[config.mk]
export PLATFORM = sky130hd
export DESIGN_NAME = flsb_top
export DESIGN_NICKNAME = d
export VERILOG_FILES = /design/src/flsb_pkg.sv /design/src/flsb_latch_bank.sv /design/src/flsb_top.sv
export SDC_FILE = /design/constraint.sdc
export NUM_CORES = 1
export LEC_CHECK = 0
export ABC_AREA = 1
export CORE_AREA = 3 3 85 87
export CTS_CLUSTER_DIAMETER = 200
export DETAILED_ROUTE_END_ITERATION = 8
export DIE_AREA = 0 0 88 90
export DONT_BUFFER_PORTS = 1
export HOLD_SLACK_MARGIN = 0.08
export PLACE_DENSITY = 0.71
export SLEW_MARGIN = 20
export SYNTH_ARGS = -nofsm -noshare
export SYNTH_HDL_FRONTEND = slang
export SYNTH_SLANG_ARGS = --single-unit
[constraint.sdc]
create_clock -name clk -period 3.5 [get_ports clk]
set_input_delay 0.525 -clock clk [delete_from_list [all_inputs] [get_ports clk]]
set_output_delay 0.525 -clock clk [all_outputs]
set_load 0.03 [all_outputs]
[src/flsb_pkg.sv]
// constants and carrier types shared by the fault latch status bank
package flsb_pkg;

  // register addresses on the control port
  localparam logic [7:0] FLSB_ADDR_IN2 = 8'h37;
  localparam logic [7:0] FLSB_ADDR_OUT1 = 8'h38;
  localparam logic [7:0] FLSB_ADDR_OUT2 = 8'h39;
  localparam logic [7:0] FLSB_ADDR_INT1 = 8'h3A;

  // reset values
  localparam logic [7:0] FLSB_RST_IN2 = 8'h00;
  localparam logic [7:0] FLSB_RST_OUT1 = 8'h00;
  localparam logic [7:0] FLSB_RST_OUT2 = 8'h00;
  localparam logic [7:0] FLSB_RST_INT1 = 8'h00;
  localparam logic [7:0] FLSB_RDATA_NONE = 8'h00;

  // field positions in output1_fault_latch
  localparam int FLSB_O1_FAULT_LSB = 4;
  localparam int FLSB_O1_ADC1_MASK_BIT = 3;
  localparam int FLSB_O1_ADC2_MASK_BIT = 2;

  // field positions in output2_fault_latch
  localparam int FLSB_O2_FAULT_LSB = 4;
  localparam int FLSB_O2_REG_MASK_BIT = 1;
  localparam int FLSB_O2_REG_LATCH_BIT = 0;

  // widths of the latch groups
  localparam int FLSB_IN2_W = 8;
  localparam int FLSB_OUT_W = 4;
  localparam int FLSB_OUT2_W = 5;
  localparam int FLSB_INT1_W = 8;
  localparam int FLSB_ADC_W = 2;

  // host request on the control port, one cycle per access
  typedef struct packed {
    logic req;
    logic we;
    logic [7:0] addr;
    logic [7:0] wdata;
  } flsb_req_s;

  // answer to a host request
  typedef struct packed {
    logic ack;
    logic [7:0] rdata;
  } flsb_rsp_s;

  // second input channel fault conditions, live levels from analog
  typedef struct packed {
    logic open_input;
    logic inputs_shorted;
    logic pos_to_gnd;
    logic neg_to_gnd;
    logic pos_to_bias;
    logic neg_to_bias;
    logic pos_to_batt;
    logic neg_to_batt;
  } flsb_in_fault_s;

  // one output channel fault conditions
  typedef struct packed {
    logic pos_pin_short;
    logic neg_pin_short;
    logic pos_driver_vgnd;
    logic neg_driver_vgnd;
  } flsb_out_fault_s;

  // latched interrupt group sources
  typedef struct packed {
    logic ch1_pos_ovp;
    logic ch1_neg_ovp;
    logic ch2_pos_ovp;
    logic ch2_neg_ovp;
    logic headset_insert;
    logic headset_remove;
    logic headset_hook;
    logic processing_capacity_overload;
  } flsb_int_src_s;

endpackage

[src/flsb_latch_bank.sv]
// synchronised sticky fault latches, cleared by a read of their register
`timescale 1ns/1ps

module flsb_latch_bank #(
  parameter int W = 8
) (
  input wire logic clk,
  input wire logic rst,
  input wire logic [W-1:0] cond,
  input wire logic clr,
  output logic [W-1:0] latched,
  output logic [W-1:0] live
);
  import flsb_pkg::*;

  typedef struct packed {
    logic [W-1:0] sync1;
    logic [W-1:0] sync2;
    logic [W-1:0] lat;
  } flsb_lb_state_s;

  flsb_lb_state_s st_ff;
  flsb_lb_state_s nxt_st;

  // two stages before use; only sync2 reads sync1
  always_comb begin
    nxt_st = st_ff;
    nxt_st.sync1 = cond;
    nxt_st.sync2 = st_ff.sync1;
    // set wins over the read clear so a fault in the clear cycle survives
    nxt_st.lat = (clr ? '0 : st_ff.lat) | st_ff.sync2;
  end

  always_ff @(posedge clk or posedge rst) begin
    if (rst) begin
      st_ff <= '0;
    end else begin
      st_ff <= nxt_st;
    end
  end

  assign latched = st_ff.lat;
  assign live = st_ff.sync2;
endmodule

[src/flsb_top.sv]
// fault latch status bank: latched diagnostics, masks and the control port
`timescale 1ns/1ps

// What this block does
// input2 bit 7 latches an open input, cleared by reading
// input2 bit 6 latches the two inputs shorted together, cleared by reading
// input2 bits 5 and 4 latch positive and negative input short to ground
// input2 bits 3 and 2 latch positive and negative input short to bias
// input2 bits 1 and 0 latch positive and negative input short to battery
// output1 bits 7 and 6 latch pin short circuits, cleared by reading
// output1 bits 5 and 4 latch driver virtual-ground faults
// output1 bits 3 and 2 are writable adc overload masks, reset zero
// reserved bits read zero; host writes only zero there
// output2 bits 7 and 6 latch pin short circuits
// output2 bits 5 and 4 latch driver virtual-ground faults
// output2 bit 1 is the writable regulator short mask
// output2 bit 0 latches the regulator short, reads zero otherwise
// interrupt group bits 7 to 4 latch input over-voltage per pin
// interrupt group bits 3 and 2 latch headset insert and remove
// interrupt group bit 1 latches the headset hook button
// interrupt group bit 0 latches processing capacity overload
// output1 register sits at 0x38 and resets to 0x00
// interrupt group register sits at 0x3A, resets 0x00, read only
// channel summary flag for input2 is set while any input2 fault latched
// latched bits hold until read, then follow the still present condition
// a masked regulator short still latches; masked faults do not drive the interrupt output
module flsb_top (
  input wire logic clk,
  input wire logic rst,
  input wire flsb_pkg::flsb_req_s host_req,
  output flsb_pkg::flsb_rsp_s host_rsp,
  input wire flsb_pkg::flsb_in_fault_s in2_fault,
  input wire flsb_pkg::flsb_out_fault_s out1_fault,
  input wire flsb_pkg::flsb_out_fault_s out2_fault,
  input wire logic analog_regulator_short,
  input wire logic adc1_overload,
  input wire logic adc2_overload,
  input wire flsb_pkg::flsb_int_src_s int_src,
  output logic channel_summary_fault_flag,
  output logic fault_irq
);
  import flsb_pkg::*;

  typedef struct packed {
    logic adc1_overload_mask;
    logic adc2_overload_mask;
    logic regulator_short_mask;
    flsb_rsp_s rsp;
    logic summary;
    logic irq;
  } flsb_state_s;

  flsb_state_s st_ff;
  flsb_state_s nxt_st;

  logic rd_in2;
  logic rd_out1;
  logic rd_out2;
  logic rd_int1;
  logic wr_out1;
  logic wr_out2;

  logic [FLSB_IN2_W-1:0] in2_lat;
  logic [FLSB_OUT_W-1:0] out1_lat;
  logic [FLSB_OUT2_W-1:0] out2_lat;
  logic [FLSB_INT1_W-1:0] int1_lat;
  logic [FLSB_ADC_W-1:0] adc_live;

  logic [7:0] in2_word;
  logic [7:0] out1_word;
  logic [7:0] out2_word;
  logic [7:0] int1_word;
  logic [7:0] rd_word;
  logic unmasked_any;

  // address decode; a read clears the latches of that one register
  assign rd_in2 = host_req.req && !host_req.we && (host_req.addr == FLSB_ADDR_IN2);
  assign rd_out1 = host_req.req && !host_req.we && (host_req.addr == FLSB_ADDR_OUT1);
  assign rd_out2 = host_req.req && !host_req.we && (host_req.addr == FLSB_ADDR_OUT2);
  assign rd_int1 = host_req.req && !host_req.we && (host_req.addr == FLSB_ADDR_INT1);
  assign wr_out1 = host_req.req && host_req.we && (host_req.addr == FLSB_ADDR_OUT1);
  assign wr_out2 = host_req.req && host_req.we && (host_req.addr == FLSB_ADDR_OUT2);

  // second input channel latches, bit order follows the struct
  flsb_latch_bank #(.W(FLSB_IN2_W)) u_in2 (
    .clk(clk),
    .rst(rst),
    .cond(in2_fault),
    .clr(rd_in2),
    .latched(in2_lat),
    .live()
  );

  // first output channel pin shorts and virtual-ground faults
  flsb_latch_bank #(.W(FLSB_OUT_W)) u_out1 (
    .clk(clk),
    .rst(rst),
    .cond(out1_fault),
    .clr(rd_out1),
    .latched(out1_lat),
    .live()
  );

  // second output channel plus the regulator short in the low bit
  flsb_latch_bank #(.W(FLSB_OUT2_W)) u_out2 (
    .clk(clk),
    .rst(rst),
    .cond({out2_fault, analog_regulator_short}),
    .clr(rd_out2),
    .latched(out2_lat),
    .live()
  );

  // interrupt group sources
  flsb_latch_bank #(.W(FLSB_INT1_W)) u_int1 (
    .clk(clk),
    .rst(rst),
    .cond(int_src),
    .clr(rd_int1),
    .latched(int1_lat),
    .live()
  );

  // adc overload has no readable latch here; only its live level gates the irq
  flsb_latch_bank #(.W(FLSB_ADC_W)) u_adc (
    .clk(clk),
    .rst(rst),
    .cond({adc1_overload, adc2_overload}),
    .clr(1'b1),
    .latched(),
    .live(adc_live)
  );

  // register images; reserved bits tie to zero whatever the host wrote
  always_comb begin
    in2_word = in2_lat;
    out1_word = '0;
    out1_word[FLSB_O1_FAULT_LSB +: FLSB_OUT_W] = out1_lat;
    out1_word[FLSB_O1_ADC1_MASK_BIT] = st_ff.adc1_overload_mask;
    out1_word[FLSB_O1_ADC2_MASK_BIT] = st_ff.adc2_overload_mask;
    out2_word = '0;
    out2_word[FLSB_O2_FAULT_LSB +: FLSB_OUT_W] = out2_lat[FLSB_OUT2_W-1:1];
    out2_word[FLSB_O2_REG_MASK_BIT] = st_ff.regulator_short_mask;
    out2_word[FLSB_O2_REG_LATCH_BIT] = out2_lat[0];
    int1_word = int1_lat;
  end

  // read mux; unmapped addresses answer zero
  always_comb begin
    case (host_req.addr)
      FLSB_ADDR_IN2: rd_word = in2_word;
      FLSB_ADDR_OUT1: rd_word = out1_word;
      FLSB_ADDR_OUT2: rd_word = out2_word;
      FLSB_ADDR_INT1: rd_word = int1_word;
      default: rd_word = FLSB_RDATA_NONE;
    endcase
  end

  // a masked regulator short stays visible in status; all masked faults are kept off the irq
  always_comb begin
    unmasked_any = (|in2_lat) | (|out1_lat) | (|out2_lat[FLSB_OUT2_W-1:1]) | (|int1_lat);
    unmasked_any = unmasked_any | (out2_lat[0] & ~st_ff.regulator_short_mask);
    unmasked_any = unmasked_any | (adc_live[1] & ~st_ff.adc1_overload_mask);
    unmasked_any = unmasked_any | (adc_live[0] & ~st_ff.adc2_overload_mask);
  end

  // next state: masks, answer, summary and irq
  always_comb begin
    nxt_st = st_ff;
    nxt_st.rsp.ack = host_req.req;
    if (host_req.req && !host_req.we) begin
      // data captured before the same edge clears the latch
      nxt_st.rsp.rdata = rd_word;
    end
    if (wr_out1) begin
      nxt_st.adc1_overload_mask = host_req.wdata[FLSB_O1_ADC1_MASK_BIT];
      nxt_st.adc2_overload_mask = host_req.wdata[FLSB_O1_ADC2_MASK_BIT];
    end
    if (wr_out2) begin
      nxt_st.regulator_short_mask = host_req.wdata[FLSB_O2_REG_MASK_BIT];
    end
    nxt_st.summary = |in2_lat;
    nxt_st.irq = unmasked_any;
  end

  // register stage; all controls reset to zero
  always_ff @(posedge clk or posedge rst) begin
    if (rst) begin
      st_ff <= '0;
    end else begin
      st_ff <= nxt_st;
    end
  end

  assign host_rsp = st_ff.rsp;
  assign channel_summary_fault_flag = st_ff.summary;
  assign fault_irq = st_ff.irq;
endmodule

; ---- Yosys cells after proc, flatten, opt, wreduce, memory -nomap -nowiden
; Index checks and enable logic that the tools add are counted.
[totals]
reg_bits = 93
[op_classes]
eq_ne = 4
mux = 5
bitwise = 16
reduce_logical = 13
[ops]
columns = op, count
row1 = $eq 8x6->1 const B, 4
row2 = $pmux 8 s4, 1
row3 = $mux 8, 2
row4 = $or 8x8->8, 2
row5 = $reduce_or 8->1, 2
row6 = $logic_and 1x1->1, 8
row7 = $reduce_or 4->1, 2
row8 = $or 1x1->1, 6
row9 = $mux 5, 1
row10 = $or 5x5->5, 1
row11 = $mux 4, 1
row12 = $or 4x4->4, 1
row13 = $and 1x1->1, 3
row14 = $not 1->1, 3
row15 = $logic_not 1->1, 1

; ---- Longest topological paths before layout
[depth]
word_depth = 7
mapped_depth = 9

; ---- Cells and area by module
; A second synthesis with hierarchy kept.
[hier_totals]
cells_unflattened = 315
area_unflattened_um2 = 3350.7
[modules_own_cells]
columns = mod, instances, cells_each, area_each_um2, seq_area_each_um2
row1 = flsb_latch_bank at u_in2 ..., 2, 50, 698.2, 600.6
row2 = flsb_top, 1, 143, 982.2, 350.3
row3 = flsb_latch_bank at u_out2, 1, 32, 439.2, 375.4
row4 = flsb_latch_bank at u_out1, 1, 26, 352.8, 300.3
row5 = flsb_latch_bank at u_adc, 1, 14, 180.2, 150.1

; ---- Worst setup path before layout
; Ideal clock, no wire load.
[synth_path]
path_kind = input -> register
start = input host_req[14] (netlist bit)
end = register st_ff (netlist bit host_rsp[2])
setup_ns = 0.120
t_arrival_ns = 1.184
required_ns = 3.380
setup_slack_ns = 2.195
cell_stages = 9
path_buffers = 2
path_cell_list = inv_1 > nand2_1 > nor2_2 > buf_4 > buf_6 > nand3_1 > nand2_1 > o21ai_1 > nand2_1
[synth_between]
elab_chain_len = 2
word_cells_on_any_way = 5
cone_classes = eq/ne (4) / mux (1)
[synth_rtl]
columns = element, line_no
row1 = "start, declared", flsb_top.sv:30  ; input wire flsb_pkg::flsb_req_s host_req,
row2 = $eq 8x6->1, flsb_top.sv:150  ; case (host_req.addr)
row3 = $pmux 8 s4 (*), flsb_top.sv:150
row4 = "end signal, assigned", flsb_top.sv:191  ; st_ff <= nxt_st;
row5 = "end, declared", flsb_top.sv:53  ; flsb_state_s st_ff;
; Every way passes the cells marked *; elsewhere a longest branch is shown, timed or not.
; A chain may end at the register's enable or synchronous reset.

==> out/qor.csv <==
stage,metric,value,unit
pwr,Comb pwr share,2.6,%
logic_synthesis,Yosys warning total,0,
placement,Post-Place Cells,345,
die,die height,90,µm
clock_tree,TritonCTS Buffers,9,
logic_synthesis,Yosys top cell area share,71.76,%
clock_tree,Clock Path Buffers,2,
global_route,first-pass GRT wire length,8.652,mm
clock_tree,H-tree Lvls,3,
cells_and_area,nets,327,
global_route,largest net degree at the start of global routing,43,
cells_and_area,post-route non-filler standard cell count,362,
die,Die W,88,µm
hold_path,Hold/Removal Path Class,input port to register,
die,Rows,29,
worst_setup_path,Worst Path Max Fanout,17,
global_route,routing usage on met3,6.399,%
die,die area,7920,µm²
pwr,sw frac,20.74,%
pwr,sw power,0.4092,mW
worst_setup_path,Worst Path Required,3740,ps
clock_tree,Root Buffer,clkbuf_8,
clock_tree,post_cts resized,0,
pwr,Flop pwr share,56.8,%
hold_path,min-delay src,int_src[3],
logic_synthesis,Synth area leaders,"dfrtp_1 (72%), o21bai_1 (5.8%), nand2_1 (5.4%)",
worst_setup_path,RR Startpoint,u_int1.latched[6]$_DFF_PP0_,
placement,HPWL Detailed,3.654,mm
worst_setup_path,startpoint class of the critical path,input port,
sta,Pins Over Slew Limit,0,
worst_setup_path,CP Capture Type,register,
clock_tree,TritonCTS clock tree,yes,
logic_synthesis,Syn Area/Cell,12.06,µm²
placement,gpl congestion,0.8404,
route,drt drc,0,
global_route,initial antenna violation count,0,
cells_and_area,Fill cells,528,
global_route,vias in the first global route,1836,
worst_setup_path,WS Path Type,input port to register,
hold_path,hold depth,0,
clock_tree,Worst-path clk slew,90,ps
global_route,grt ovf,0,
route,wire length per cell,13.88,µm
logic_synthesis,"Net Count, Synth",316,
logic_synthesis,part of the Yosys area used for sequential elements,71.76,%
logic_synthesis,commonest cells in the netlist,"dfrtp_1 (93), nand2_1 (47), inv_1 (34)",
cells_and_area,area added between synthesis and finish,10.15,%
worst_setup_path,Reg2Reg Setup Slack,2340,ps
route,ANT nets after route,0,
route,Total Wirelength,5.025,mm
global_route,GR Util All Layers,14.56,%
logic_synthesis,Yosys cell types,18,
pwr,LEAKAGE,1.864,nW
sta,final count of negative-setup-slack endpoints,0,
pwr,Clk network pwr share,40.6,%
pwr,Max VDD drop,0.3373,mV
sta,slew of the pin with the lowest slew margin,510.2,ps
sta,setup tns final,0,ps
sta,hold_ws,186.6,ps
cells_and_area,antenna cells,0,
worst_setup_path,Critical path origin,host_req[14],
run,Max Cap Viol,0,
placement,number of port buffers,0,
clock_tree,later-pin clock latency in the skew report,360,ps
sta,final period utilization,41.69,%
logic_synthesis,"Cell Area, Synth",3243,µm²
logic_synthesis,Post-Syn Instances,269,
hold_path,Worst Hold End,u_int1.nxt_st[11]$_DFF_PP0_,
logic_synthesis,Yosys top cell by area,dfrtp_1,
cells_and_area,share of layout cells above drive strength 1,12.28,%
pwr,Int Power,1.564,mW
sta,worst rel slew slack,65.95,%
route,first-pass iteration count of the detailed router,4,
route,iteration-0 DRC count of the detailed router,92,
worst_setup_path,RR Endpoint,fault_irq$_DFF_PP0_,
die,Core Region,6422,µm²
logic_synthesis,"EDFF count, synth",0,
sta,Tmin final,1459,ps
logic_synthesis,fraction of registers with async set/reset,100.0,%
clock_tree,TritonCTS Sinks,93,
worst_setup_path,"Data arrival, critical path",1700,ps
die,I/O Pins,58,
worst_setup_path,reg2reg path depth,4,
sta,final clock skew,8.647,ps
sta,RSZ-0062 raised after global routing,no,
logic_synthesis,Yosys reg bits,93,
run_status,status,finished clean,
logic_synthesis,Main synth FF type,dfrtp_1,
sta,fmax,685.4,MHz
sta,"Hold Vio Cnt, Final",0,
logic_synthesis,most numerous cell in the Yosys netlist,dfrtp_1,
die,starting density of the core,50.50,%
pwr,Pwr Total,1.973,mW
route,total number of vias,1798,
cells_and_area,Final Util,55.62,%
global_route,global route hottest layer,met2,
global_route,grt met1 use,19.01,%
pwr,pwr/cell area,552.3,nW/µm²
route,vias per cell,4.967,
global_route,met2 Use GR,20.98,%
flip-flops by register name, indices dropped and copies added (netlist names), 5 cells and up:
signal          count
u_out2.live         5
u_out2.nxt_st       5
u_in2.nxt_st        8
u_int1.live         8
u_in2.latched       8
u_in2.live          8
u_int1.nxt_st       8
host_rsp            9
u_out2.latched      5
u_int1.latched      8
routing by layer:
layer	wire length [µm]	vias to the layer above	share of wire, %
met5	0	-	0
met3	355	9	7.1
li1	-	876	-
met1	2313	861	46
met2	2252	52	45
met4	104	0	2.1
final cells by class:
| type | count | area [µm²] | area share [%] |
|---|---|---|---|
| Tap cell | 77 | 96.34 | 2.697 |
| Multi-Input combinational cell | 135 | 742.0 | 20.77 |
| Inverter | 37 | 140.1 | 3.923 |
| Clock inverter | 5 | 82.58 | 2.312 |
| Clock buffer | 11 | 151.4 | 4.238 |
| Timing Repair Buffer | 4 | 32.53 | 0.9107 |
| Sequential cell | 93 | 2327 | 65.15 |
logic make-up (layout without fill, tap and decap cells):
group	after synthesis	in the layout	synth area share, %
DFF	93	93	71.76
AOI/OAI and AO/OA	37	37	7.755
and+or+nand+nor	98	98	15.12
buffers and inverters	41	57	5.362
how the worst max path moves through the flow:
| stage | to | slack, ps | cells past startpoint |
|---|---|---|---|
| floorplan | channel_summary_fault_flag$_DFF_PP0_ | 550 | 1 |
| global placement | u_out2.latched[0]$_DFF_PP0_ | 1710 | 7 |
| detailed placement | u_in2.latched[2]$_DFF_PP0_ | 1660 | 7 |
| CTS | u_out2.latched[2]$_DFF_PP0_ | 2050 | 7 |
| global route | u_out2.latched[0]$_DFF_PP0_ | 1910 | 7 |
| finish | u_in2.latched[2]$_DFF_PP0_ | 2040 | 7 |
what timing repair did:
action | 4_1_cts | 5_1_grt
setup buffers | 0 | 0
hold buffers | 1 | 0
endpoints found under the hold margin | 14 | 0
worst max-delay path: stages:
cell	delay (ps)
inv_1	30
nand2_1	50
nor2_2	400
buf_4	290
nand2_1	110
nor2_4	200
o21bai_1	90
metrics by stage:
stage | setup slack, ps | area (µm²)
3_3_place_gp | 1706 | 3328
3_5_place_dp | 1660 | 3328
4_1_cts | 2053 | 3572
5_1_grt | 1910 | 3572
2_1_floorplan | 554.7 | 3243
6_report | 2041 | 3572
power by group through the flow:
stage,Sequential (mW),Clock [mW],Combinational (mW)
after floorplan,1.14,0,0.0435
after global placement,1.14,0,0.0509
after detailed placement,1.14,0,0.0522
after CTS,1.12,0.817,0.0534
after global routing,1.13,0.861,0.0590
final,1.12,0.801,0.0512
cells in the final DEF (no fill, tap or decap):
cell            n
dfrtp_1        93
nand2_1        47
inv_1          33
o21bai_1       25
nand3_1        24
clkbuf_8       11
o21ai_1        10
nor2_4          9
nor2_1          8
nor4_1          6
inv_2           3
buf_4           3
nand2_2         2
clkinv_2        2
bufinv_16       2
clkinv_4        2
nor2_2          1
o221ai_1        1
nand4_1         1
a21oi_1         1
dlygate4sd3_1   1
Power figures use the tool's default switching activity.
